`src/inc/hdlc_rx_defines.svh`:
```
// named constants for the receive frame handler and clock selector
`ifndef HDLC_RX_DEFINES_SVH
`define HDLC_RX_DEFINES_SVH
`define ADDR_FIXED_A 8'hfe
`define ADDR_FIXED_B 8'hfc
`define CR_BIT_MASK 8'hfd
`define CTRL_S_FRAME 2'h1
`define BUF_BYTES 64
`define POOL_BYTES 32
`define MAX_FRAMES 2'h2
`define BRG_PRESCALE 4'hf
`define RAW_LAST 3'h7
`define CLK_MODE_SEP 3'h0
`define CLK_MODE_SHARED 3'h1
`define CMD_RX_RELEASE 0
`define CMD_PWR_UP 1
`define CMD_PWR_DOWN 2
`define CMD_W 3
`endif

```
`src/inc/hdlc_rx_pkg.sv`:
```
// types shared by the receive frame handler
package hdlc_rx_pkg;
  typedef enum logic [2:0] {
    MODE_AUTO = 3'h0,
    MODE_NONAUTO = 3'h1,
    MODE_TRANSP = 3'h2,
    MODE_EXT0 = 3'h3,
    MODE_EXT1 = 3'h4
  } rx_mode_type;
  typedef enum logic [5:0] {
    ST_IDLE = 6'h01,
    ST_ADDR_H = 6'h02,
    ST_ADDR_L = 6'h04,
    ST_CTRL = 6'h08,
    ST_DATA = 6'h10,
    ST_DROP = 6'h20
  } rx_state_type;
  typedef enum logic [1:0] {
    RXS_PIN = 2'h0,
    RXS_DPLL = 2'h1,
    RXS_OSC = 2'h2
  } rx_src_type;
  typedef enum logic [2:0] {
    TXS_RXPIN = 3'h0,
    TXS_TXPIN = 3'h1,
    TXS_DPLL = 3'h2,
    TXS_BRG16 = 3'h3,
    TXS_OSC = 3'h4
  } tx_src_type;
endpackage

```
`src/hdlc_rx_channel.sv`:
```
// hdlc receive frame handler with clock selection and status chaining
`timescale 1ns/1ps
`include "hdlc_rx_defines.svh"
// Summary of operation
// - primary status chains channel and extended flags
// - five per-channel frame handling modes
// - auto mode handles numbered frames of link
// - high byte matches fe, fc, programmed value
// - low byte matches two values, six combinations
// - only first high/low pair auto processed
// - one-byte address: command or response match
// - non-auto forwards valid; two frames held
// - transparent compares high, exposes low, control
// - transparent one-byte stores every frame
// - extended mode 0 stores whole frame
// - extended 1 bypass: raw byte each eight
// - extended 1 active compares first byte
// - receive and transmit clock source select
// - baud generator feeds dpll, divide 1..2048
// - power-down stops clocks, entered at reset
// - clock mode 0 separate pin clocks
// - clock mode 1 shared clock, optional strobes
// - transmit clock pin direction, component clock
// - status readable, commands by register write
// - 64-byte buffer, event per 32-byte pool
module hdlc_rx_channel
  import hdlc_rx_pkg::*;
#(
  parameter int BUF_DEPTH = `BUF_BYTES,
  parameter int POOL_SIZE = `POOL_BYTES,
  parameter int BRG_W = 11
) (
  // clock and reset
  input logic clk_sys_i,
  input logic rst_n_i,
  // frame mode and address compare values
  input rx_mode_type rx_mode_i,
  input logic addr2_i,
  input logic rx_enable_i,
  input logic cr_bit_interpret_i,
  input logic [7:0] high_addr_cmp_1_i,
  input logic [7:0] high_addr_cmp_2_i,
  input logic [7:0] low_addr_cmp_1_i,
  input logic [7:0] low_addr_cmp_2_i,
  // clock multiplexer configuration
  input logic [2:0] clk_mode_i,
  input rx_src_type rx_src_i,
  input tx_src_type tx_src_i,
  input logic strobe_en_i,
  input logic tio_i,
  input logic [BRG_W-1:0] baud_divider_i,
  // command register write
  input logic cmd_wr_i,
  input logic [`CMD_W-1:0] command_reg_i,
  // deframed receive byte stream
  input logic frm_start_i,
  input logic byte_vld_i,
  input logic [7:0] byte_i,
  input logic frm_end_i,
  input logic crc_ok_i,
  // serial side pins
  input logic rxclk_pin_i,
  input logic txclk_pin_i,
  input logic osc_pin_i,
  input logic strobe_pin_i,
  input logic rxd_pin_i,
  // other channel interrupt flags
  input logic ext_irq_b_i,
  input logic ext_irq_a_i,
  input logic prim_irq_a_i,
  // host read side
  input logic irq_rd_i,
  input logic buf_rd_i,
  output logic [7:0] buf_data_o,
  output logic [7:0] primary_irq_status_o,
  output logic [7:0] channel_status_o,
  output logic [7:0] rx_frame_status_o,
  output logic [7:0] rx_control_field_o,
  output logic [7:0] rx_addr_low_o,
  // events
  output logic rx_frame_evt_o,
  output logic pool_full_evt_o,
  output logic auto_ack_o,
  // clock outputs
  output logic rx_tick_o,
  output logic tx_tick_o,
  output logic dpll_tick_o,
  output logic txclk_o,
  output logic txclk_oe_o,
  output logic osc_en_o
);
  localparam int AW = $clog2(BUF_DEPTH);
  localparam int PW = $clog2(POOL_SIZE);

  function automatic logic hi_eq(input logic [7:0] b, input logic [7:0] c);
    hi_eq = (b & `CR_BIT_MASK) == (c & `CR_BIT_MASK);
  endfunction

  logic [4:0] sync1_q, sync2_q, prev_q, edge_t;
  logic [BRG_W-1:0] brg_cnt_q;
  logic [3:0] pre16_q;
  logic pd_q, brg_t, brg16_t, rx_t, tx_t, txclk_q, rx_tick_q, tx_tick_q;
  rx_state_type st_q, st_d;
  logic store, wr_en, rd_en, rx_off, acc, fwd, hi_hit, lo1, lo2;
  logic is_ext0, is_ext1, is_transp, is_auto, raw_mode, raw_load;
  logic link_q, cr_q, auto_s_q, i_frm_q, vr_q, ovf_q, rfp_q, rpf_q;
  logic [7:0] mem_q [0:BUF_DEPTH-1];
  logic [AW-1:0] wp_q, rp_q;
  logic [AW:0] cnt_q;
  logic [1:0] frame_cnt_q;
  logic [7:0] raw_sh_q, raw_next, addr_low_q, ctrl_q, buf_data_q;
  logic [7:0] prim_q, chan_q, fstat_q;
  logic [2:0] raw_cnt_q;
  logic frame_evt_q, pool_evt_q, ack_q;

  // two-flop synchronisers and edge memory for all pins
  always_ff @(posedge clk_sys_i or negedge rst_n_i) begin
    if (!rst_n_i) begin
      sync1_q <= 5'h00;
      sync2_q <= 5'h00;
      prev_q <= 5'h00;
    end else begin
      sync1_q <= {rxd_pin_i, strobe_pin_i, osc_pin_i, txclk_pin_i,
                  rxclk_pin_i};
      sync2_q <= sync1_q;
      prev_q <= sync2_q;
    end
  end
  assign edge_t = sync2_q & ~prev_q;

  // baud generator on oscillator, divide by divider+1, dpll reference
  assign brg_t = edge_t[2] & ~pd_q & (brg_cnt_q == baud_divider_i);
  assign brg16_t = brg_t & (pre16_q == `BRG_PRESCALE);
  always_ff @(posedge clk_sys_i or negedge rst_n_i) begin
    if (!rst_n_i) begin
      brg_cnt_q <= '0;
      pre16_q <= 4'h0;
    end else if (edge_t[2] && !pd_q) begin
      brg_cnt_q <= brg_t ? '0 : brg_cnt_q + 1'b1;
      pre16_q <= brg_t ? pre16_q + 4'h1 : pre16_q;
    end
  end

  // clock source selection, gated off in power-down
  always_comb begin
    rx_t = 1'b0;
    tx_t = 1'b0;
    if (clk_mode_i == `CLK_MODE_SEP) begin
      rx_t = edge_t[0];
      tx_t = edge_t[1];
    end else if (clk_mode_i == `CLK_MODE_SHARED) begin
      rx_t = edge_t[0] & (~strobe_en_i | sync2_q[3]);
      tx_t = edge_t[0] & (~strobe_en_i | sync2_q[3]);
    end else begin
      case (rx_src_i)
        RXS_PIN: rx_t = edge_t[0];
        RXS_DPLL: rx_t = brg_t;
        RXS_OSC: rx_t = edge_t[2];
        default: rx_t = 1'b0;
      endcase
      case (tx_src_i)
        TXS_RXPIN: tx_t = edge_t[0];
        TXS_TXPIN: tx_t = edge_t[1];
        TXS_DPLL: tx_t = brg_t;
        TXS_BRG16: tx_t = brg16_t;
        TXS_OSC: tx_t = edge_t[2];
        default: tx_t = 1'b0;
      endcase
    end
    if (pd_q) begin
      rx_t = 1'b0;
      tx_t = 1'b0;
    end
  end

  // power-down flag set by reset, changed by commands
  always_ff @(posedge clk_sys_i or negedge rst_n_i) begin
    if (!rst_n_i) pd_q <= 1'b1;
    else if (cmd_wr_i && command_reg_i[`CMD_PWR_DOWN]) pd_q <= 1'b1;
    else if (cmd_wr_i && command_reg_i[`CMD_PWR_UP]) pd_q <= 1'b0;
  end

  // registered clock ticks and transmit pin drive
  always_ff @(posedge clk_sys_i or negedge rst_n_i) begin
    if (!rst_n_i) begin
      rx_tick_q <= 1'b0;
      tx_tick_q <= 1'b0;
      txclk_q <= 1'b0;
    end else begin
      rx_tick_q <= rx_t;
      tx_tick_q <= tx_t;
      txclk_q <= txclk_q ^ tx_t;
    end
  end
  assign txclk_oe_o = tio_i & (clk_mode_i > `CLK_MODE_SHARED);

  // mode decode and address comparison
  assign is_ext0 = rx_mode_i == MODE_EXT0;
  assign is_ext1 = rx_mode_i == MODE_EXT1;
  assign is_transp = rx_mode_i == MODE_TRANSP;
  assign is_auto = rx_mode_i == MODE_AUTO;
  assign rx_off = ~rx_enable_i;
  assign hi_hit = hi_eq(byte_i, `ADDR_FIXED_A) | hi_eq(byte_i, `ADDR_FIXED_B)
                | hi_eq(byte_i, high_addr_cmp_1_i)
                | (is_ext1 & hi_eq(byte_i, high_addr_cmp_2_i));
  assign lo1 = byte_i == low_addr_cmp_1_i;
  assign lo2 = byte_i == low_addr_cmp_2_i;

  // frame walk: decide next state and which bytes are stored
  always_comb begin
    st_d = st_q;
    store = 1'b0;
    case (st_q)
      ST_IDLE, ST_DROP: st_d = st_q;
      ST_ADDR_H: if (byte_vld_i) begin
        case (rx_mode_i)
          MODE_EXT0: begin
            st_d = ST_CTRL;
            store = 1'b1;
          end
          MODE_EXT1: st_d = hi_hit ? ST_DATA : ST_DROP;
          MODE_TRANSP: st_d = !addr2_i ? ST_CTRL :
                              hi_hit ? ST_ADDR_L : ST_DROP;
          default: st_d = addr2_i ? (hi_hit ? ST_ADDR_L : ST_DROP)
                          : ((lo1 | lo2) ? ST_CTRL : ST_DROP);
        endcase
      end
      ST_ADDR_L: if (byte_vld_i) begin
        st_d = (is_transp | lo1 | lo2) ? ST_CTRL : ST_DROP;
      end
      ST_CTRL: if (byte_vld_i) begin
        st_d = ST_DATA;
        store = is_ext0;
      end
      ST_DATA: store = byte_vld_i & ~auto_s_q;
      default: st_d = ST_IDLE;
    endcase
    if (frm_end_i) st_d = ST_IDLE;
    if (frm_start_i) st_d = (frame_cnt_q < `MAX_FRAMES) ? ST_ADDR_H : ST_DROP;
    if (rx_off) st_d = ST_IDLE;
  end
  assign wr_en = store & (cnt_q != (AW+1)'(BUF_DEPTH));
  assign rd_en = buf_rd_i & (cnt_q != '0);
  assign acc = frm_end_i & ((st_q == ST_CTRL) | (st_q == ST_DATA));
  assign fwd = acc & ~auto_s_q;

  // state register
  always_ff @(posedge clk_sys_i or negedge rst_n_i) begin
    if (!rst_n_i) st_q <= ST_IDLE;
    else st_q <= st_d;
  end

  // link, command/response and auto-mode frame type tracking
  always_ff @(posedge clk_sys_i or negedge rst_n_i) begin
    if (!rst_n_i) begin
      link_q <= 1'b0;
      cr_q <= 1'b0;
      auto_s_q <= 1'b0;
      i_frm_q <= 1'b0;
    end else if (frm_start_i) begin
      auto_s_q <= 1'b0;
      i_frm_q <= 1'b0;
    end else if (byte_vld_i && st_q == ST_ADDR_H) begin
      link_q <= addr2_i ? hi_eq(byte_i, high_addr_cmp_1_i) : lo1;
      cr_q <= addr2_i ? byte_i[1] ^ cr_bit_interpret_i : lo2;
    end else if (byte_vld_i && st_q == ST_ADDR_L) begin
      link_q <= link_q & lo1;
    end else if (byte_vld_i && st_q == ST_CTRL) begin
      auto_s_q <= is_auto & link_q & (byte_i[1:0] == `CTRL_S_FRAME);
      i_frm_q <= is_auto & link_q & ~byte_i[0];
    end
  end

  // low address, control field and raw bypass capture
  assign raw_mode = is_ext1 & rx_off;
  assign raw_next = {raw_sh_q[6:0], sync2_q[4]};
  assign raw_load = raw_mode & rx_t & (raw_cnt_q == `RAW_LAST);
  always_ff @(posedge clk_sys_i or negedge rst_n_i) begin
    if (!rst_n_i) begin
      raw_sh_q <= 8'h00;
      raw_cnt_q <= 3'h0;
      addr_low_q <= 8'h00;
      ctrl_q <= 8'h00;
    end else begin
      if (raw_mode && rx_t) begin
        raw_sh_q <= raw_next;
        raw_cnt_q <= raw_cnt_q + 3'h1;
      end
      if (raw_load) addr_low_q <= raw_next;
      else if (byte_vld_i && (st_q == ST_ADDR_L || (st_q == ST_ADDR_H
               && (!addr2_i || is_ext0)))) addr_low_q <= byte_i;
      if (byte_vld_i && st_q == ST_CTRL) ctrl_q <= byte_i;
    end
  end

  // receive buffer of two pools with frame accounting
  always_ff @(posedge clk_sys_i) begin
    if (wr_en) mem_q[wp_q] <= byte_i;
  end
  always_ff @(posedge clk_sys_i or negedge rst_n_i) begin
    if (!rst_n_i) begin
      wp_q <= '0;
      rp_q <= '0;
      cnt_q <= '0;
      buf_data_q <= 8'h00;
      frame_cnt_q <= 2'h0;
      ovf_q <= 1'b0;
    end else begin
      wp_q <= wp_q + AW'(wr_en);
      rp_q <= rp_q + AW'(rd_en);
      cnt_q <= cnt_q + (AW+1)'(wr_en) - (AW+1)'(rd_en);
      if (rd_en) buf_data_q <= mem_q[rp_q];
      frame_cnt_q <= frame_cnt_q + 2'(fwd) - 2'(cmd_wr_i && frame_cnt_q
                     != 2'h0 && command_reg_i[`CMD_RX_RELEASE]);
      ovf_q <= (store & ~wr_en) | (ovf_q & ~fwd);
    end
  end

  // events, auto acknowledge and window-1 receive sequence
  always_ff @(posedge clk_sys_i or negedge rst_n_i) begin
    if (!rst_n_i) begin
      frame_evt_q <= 1'b0;
      pool_evt_q <= 1'b0;
      ack_q <= 1'b0;
      vr_q <= 1'b0;
      fstat_q <= 8'h00;
    end else begin
      frame_evt_q <= fwd;
      pool_evt_q <= wr_en & (wp_q[PW-1:0] == PW'(POOL_SIZE-1));
      ack_q <= acc & i_frm_q & crc_ok_i;
      if (acc && i_frm_q && crc_ok_i) vr_q <= ~vr_q;
      if (fwd) fstat_q <= {4'h0, ovf_q, link_q, cr_q, crc_ok_i};
    end
  end

  // sticky status chaining and readable channel state
  always_ff @(posedge clk_sys_i or negedge rst_n_i) begin
    if (!rst_n_i) begin
      rfp_q <= 1'b0;
      rpf_q <= 1'b0;
      prim_q <= 8'h00;
      chan_q <= 8'h00;
    end else begin
      rfp_q <= frame_evt_q | (rfp_q & ~irq_rd_i);
      rpf_q <= pool_evt_q | (rpf_q & ~irq_rd_i);
      prim_q <= {3'h0, rpf_q, rfp_q, prim_irq_a_i, ext_irq_a_i,
                 ext_irq_b_i};
      chan_q <= {3'h0, pd_q, vr_q, ovf_q, frame_cnt_q};
    end
  end

  assign buf_data_o = buf_data_q;
  assign primary_irq_status_o = prim_q;
  assign channel_status_o = chan_q;
  assign rx_frame_status_o = fstat_q;
  assign rx_control_field_o = ctrl_q;
  assign rx_addr_low_o = addr_low_q;
  assign rx_frame_evt_o = frame_evt_q;
  assign pool_full_evt_o = pool_evt_q;
  assign auto_ack_o = ack_q;
  assign rx_tick_o = rx_tick_q;
  assign tx_tick_o = tx_tick_q;
  assign dpll_tick_o = brg_t;
  assign txclk_o = txclk_q;
  assign osc_en_o = ~pd_q;
endmodule

```
`config.mk`:
```
export PLATFORM = sky130hd
export DESIGN_NAME = hdlc_rx_channel
export DESIGN_NICKNAME = d
export VERILOG_FILES = /design/src/inc/hdlc_rx_pkg.sv /design/src/hdlc_rx_channel.sv
export VERILOG_INCLUDE_DIRS = /design/src /design/src/inc
export SDC_FILE = /design/constraint.sdc
export NUM_CORES = 1
export LEC_CHECK = 0
export BUFFER_PORTS_ARGS = -buffer_cell sky130_fd_sc_hd__buf_2
export CORE_ASPECT_RATIO = 0.7
export CORE_MARGIN = 4
export CORE_UTILIZATION = 35
export CTS_BUF_LIST = sky130_fd_sc_hd__clkbuf_8
export CTS_CLUSTER_DIAMETER = 200
export DETAILED_ROUTE_END_ITERATION = 6
export SYNTH_ARGS = -nofsm -noshare
export SYNTH_HDL_FRONTEND = slang
export SYNTH_SLANG_ARGS = --single-unit
```
`constraint.sdc`:
```
create_clock -name clk_sys_i -period 3.1 [get_ports clk_sys_i]
set_clock_uncertainty 0.05 [all_clocks]
set_input_delay 0.93 -clock clk_sys_i [delete_from_list [all_inputs] [get_ports clk_sys_i]]
set_output_delay 0.93 -clock clk_sys_i [all_outputs]
set_load 0.05 [all_outputs]
```
==> results.tsv <==
metric	value	unit
Async SR Flop Fraction	18.7	%
latest clock arrival within the worst-skew pair	710	ps
Detailed Place HPWL	41.5	mm
Syn. warnings	0	
initial antenna violation count	5	
H-tree depth	3	
Fmax	0.298	GHz
Distinct cells, synth	65	
largest net degree at the start of global routing	66	
min Tclk post-route	3350	ps
layout cells sized above 1	32.6	%
Non-Filler Instances	2875	
CTS tree	done	
post-synthesis compound-gate area fraction	3.73	%
Std-Cell Rows	82	
Post-Synth Adder-Cell Area	1.00	%
Fill cells	6527	
routed length per instance	22.3	um
Synth Flop Type	edfxtp_1	
crit path max fanout	2	
Max-slew headroom	33.6	%
largest family of logic cells by synthesized area	multiplexers	
Worst-path clk slew	70	ps
Remaining Overflow, GRT	0	
Fin. Hold Viols	0	
Area Growth Syn to Fin	19.3	%
initial DRC count	1254	
Die Ht	235	um
status	finished with violations	
DP Area	28600	um^2
Post-DRT Antenna Nets	0	
DIE AREA	78100	um^2
core area	72200	um^2
commonest non-fill, non-tap cell in the layout	edfxtp_1	
xor/xnor share of the synthesized area	2.55	%
critical path launch point type	flip-flop	
vias per cell	5.11	
Cell Pwr Density	775	nW/um^2
Final #Nets	1926	
Crit Path Class	reg2out	
unrepaired setup endpoints after global routing	true	
Sinks on Clock Net	630	
Tcrit/Tclk final	108	%
Final Max Slew Viols	0	
mean post-synth cell area	17.2	um^2
io pins	144	
CTS max path bufs	3	
failing checks	setup timing	
total global routing track utilization	16.2	%
Min-Delay Path Class	in2async	
Post-route DRC	0	
Pre-Repair DR Iteration Count	6	
Synth Area in Simple Gates	5.78	%
Cells after Synth	1500	
Post-Syn Area	25800	um^2
Final Cell Area	30800	um^2
#FFs+latches synth	630	
Multi-input gate area	7060	um^2
Die X	332	um
sequential area share after synthesis	71.1	%
Leak	11.3	nW
# port buffers	131	
first-pass GRT wire length	95.3	mm
Placed Cells	2678	
PnR worst setup slack	-255	ps
endpoints failing setup	1	
Root Buffer	clkbuf_8	
total CTS buffers	100	
via count	14700	
slew at the pin closest to its max-slew limit	996	ps
Critical Path AT	2370	ps
area occupied by registers	18300	um^2
initial core utilization	35.7	%
Post-Route WL	64.0	mm
endpoint class of the critical path	primary output	
critical path required time	2120	ps
final RePlAce weighted congestion	0.851	
Setup TNS	-255	ps
max_cap viols	0	
vias in the first global route	14900	
post-synthesis mux area share	13.9	%
commonest cells after routing, fill and taps aside	edfxtp_1 (512), buf_4 (150), buf_2 (129)	
Post-synth EDFFs	512	
Worst VDD drop	0.388	mV
-- cells in the mapped netlist, types with 25 or more instances --
master,instances,area [um^2]
a21oi_1,48,240
a22oi_1,27,203
clkbuf_1,47,176
dfrtp_1,116,2900
edfxtp_1,512,15400
inv_1,30,113
mux2_2,46,518
mux2i_1,41,410
mux4_2,112,2520
nand2_1,60,225
nand3_1,25,125
nand4_1,25,156
nor2_1,99,372
nor2b_1,25,156
xnor2_1,27,236
xor2_1,48,420
-- cells by family (layout without fill, tap and decap cells) --
group                      count (synthesis)  count (layout)
muxes                                    208             208
AOI/OAI and AO/OA                        150             150
and+or+nand+nor                          302             302
buffers and inverters                    114             508
xor gates and xnor gates                  75              75
DFF                                      630             630
adders and majority gates                 20              20
other                                      1              16
-- metrics by stage --
stage / hold slack (ps) / setup WS (ps) / utilization, % / power [W]
after global placement: 289 / -388 / 39.6 / 0.0168
after detailed placement: 285 / -332 / 39.6 / 0.0169
after CTS: 105 / -337 / 42.5 / 0.0240
after global routing: 126 / -366 / 42.6 / 0.0250
after floorplan: 281 / -78.1 / - / 0.0145
final: 166 / -255 / 42.6 / 0.0238
-- final timing paths --
check | start | to | slack, ps | cells after the start
setup / recovery | pd_q | dpll_tick_o | -250 | 4
hold / removal | rst_n_i | buf_data_o[5] | 170 | 1
setup reg to reg | st_q[1] | mem_q[9][5] | 190 | 10
hold reg to reg | sync1_q[3] | sync2_q[3] | 300 | 0
max in group asynchronous | rst_n_i | pd_q | 2110 | 2
min in group clk_sys_i | prim_irq_a_i | primary_irq_status_o[2] | 270 | 1
-- state kept, by name, summed over array words and instances (netlist names), 2 cells and up --
signal                cells
buf_data_o                8
brg_cnt_q                11
sync2_q                   5
rp_q                      6
channel_status_o          5
cnt_q                     7
st_q                      6
rx_addr_low_o             8
rx_frame_status_o         4
frame_cnt_q               2
mem_q                   512
raw_sh_q                  7
raw_cnt_q                 3
pre16_q                   4
prev_q                    3
sync1_q                   5
rx_control_field_o        8
primary_irq_status_o      5
wp_q                      6
-- report_power, final --
group          switching [W]  leakage (nW)  internal (W)
Combinational        0.00361          4.00       0.00301
Clock                0.00336          1.16       0.00372
Sequential          0.000659          6.10       0.00950
Total                0.00762          11.3        0.0162
-- timing repair --
action	CTS	global route
hold buffers	0	0
setup endpoints to repair	2	16
pin swaps	1	11
buffers inserted	3	2
gates resized for setup	4	13
-- final cells by class --
type,count,area share (%)
timing repair buffer,292,6.55
multi-input combinational,765,23.0
inverter,30,0.366
antenna,6,0.0488
sequential,630,59.6
tap,966,3.93
clock buffer,110,4.92
clock inverter,76,1.62
-- metal layers --
layer	vias up	GRT usage (%)	share of wire (%)
met5	-	0	0
met4	0	3.98	1.8
met3	90	4.87	9.2
met2	532	23.2	43
met1	7587	24.1	46
li1	6477	-	-
-- critical path, stage by stage, from the launching register on --
cell and delay (ps):
dfstp_2 380, or3b_4 390, or4_4 440, nor3_4 260, buf_6 190
Note: power is estimated with default switching activity, not from simulation.
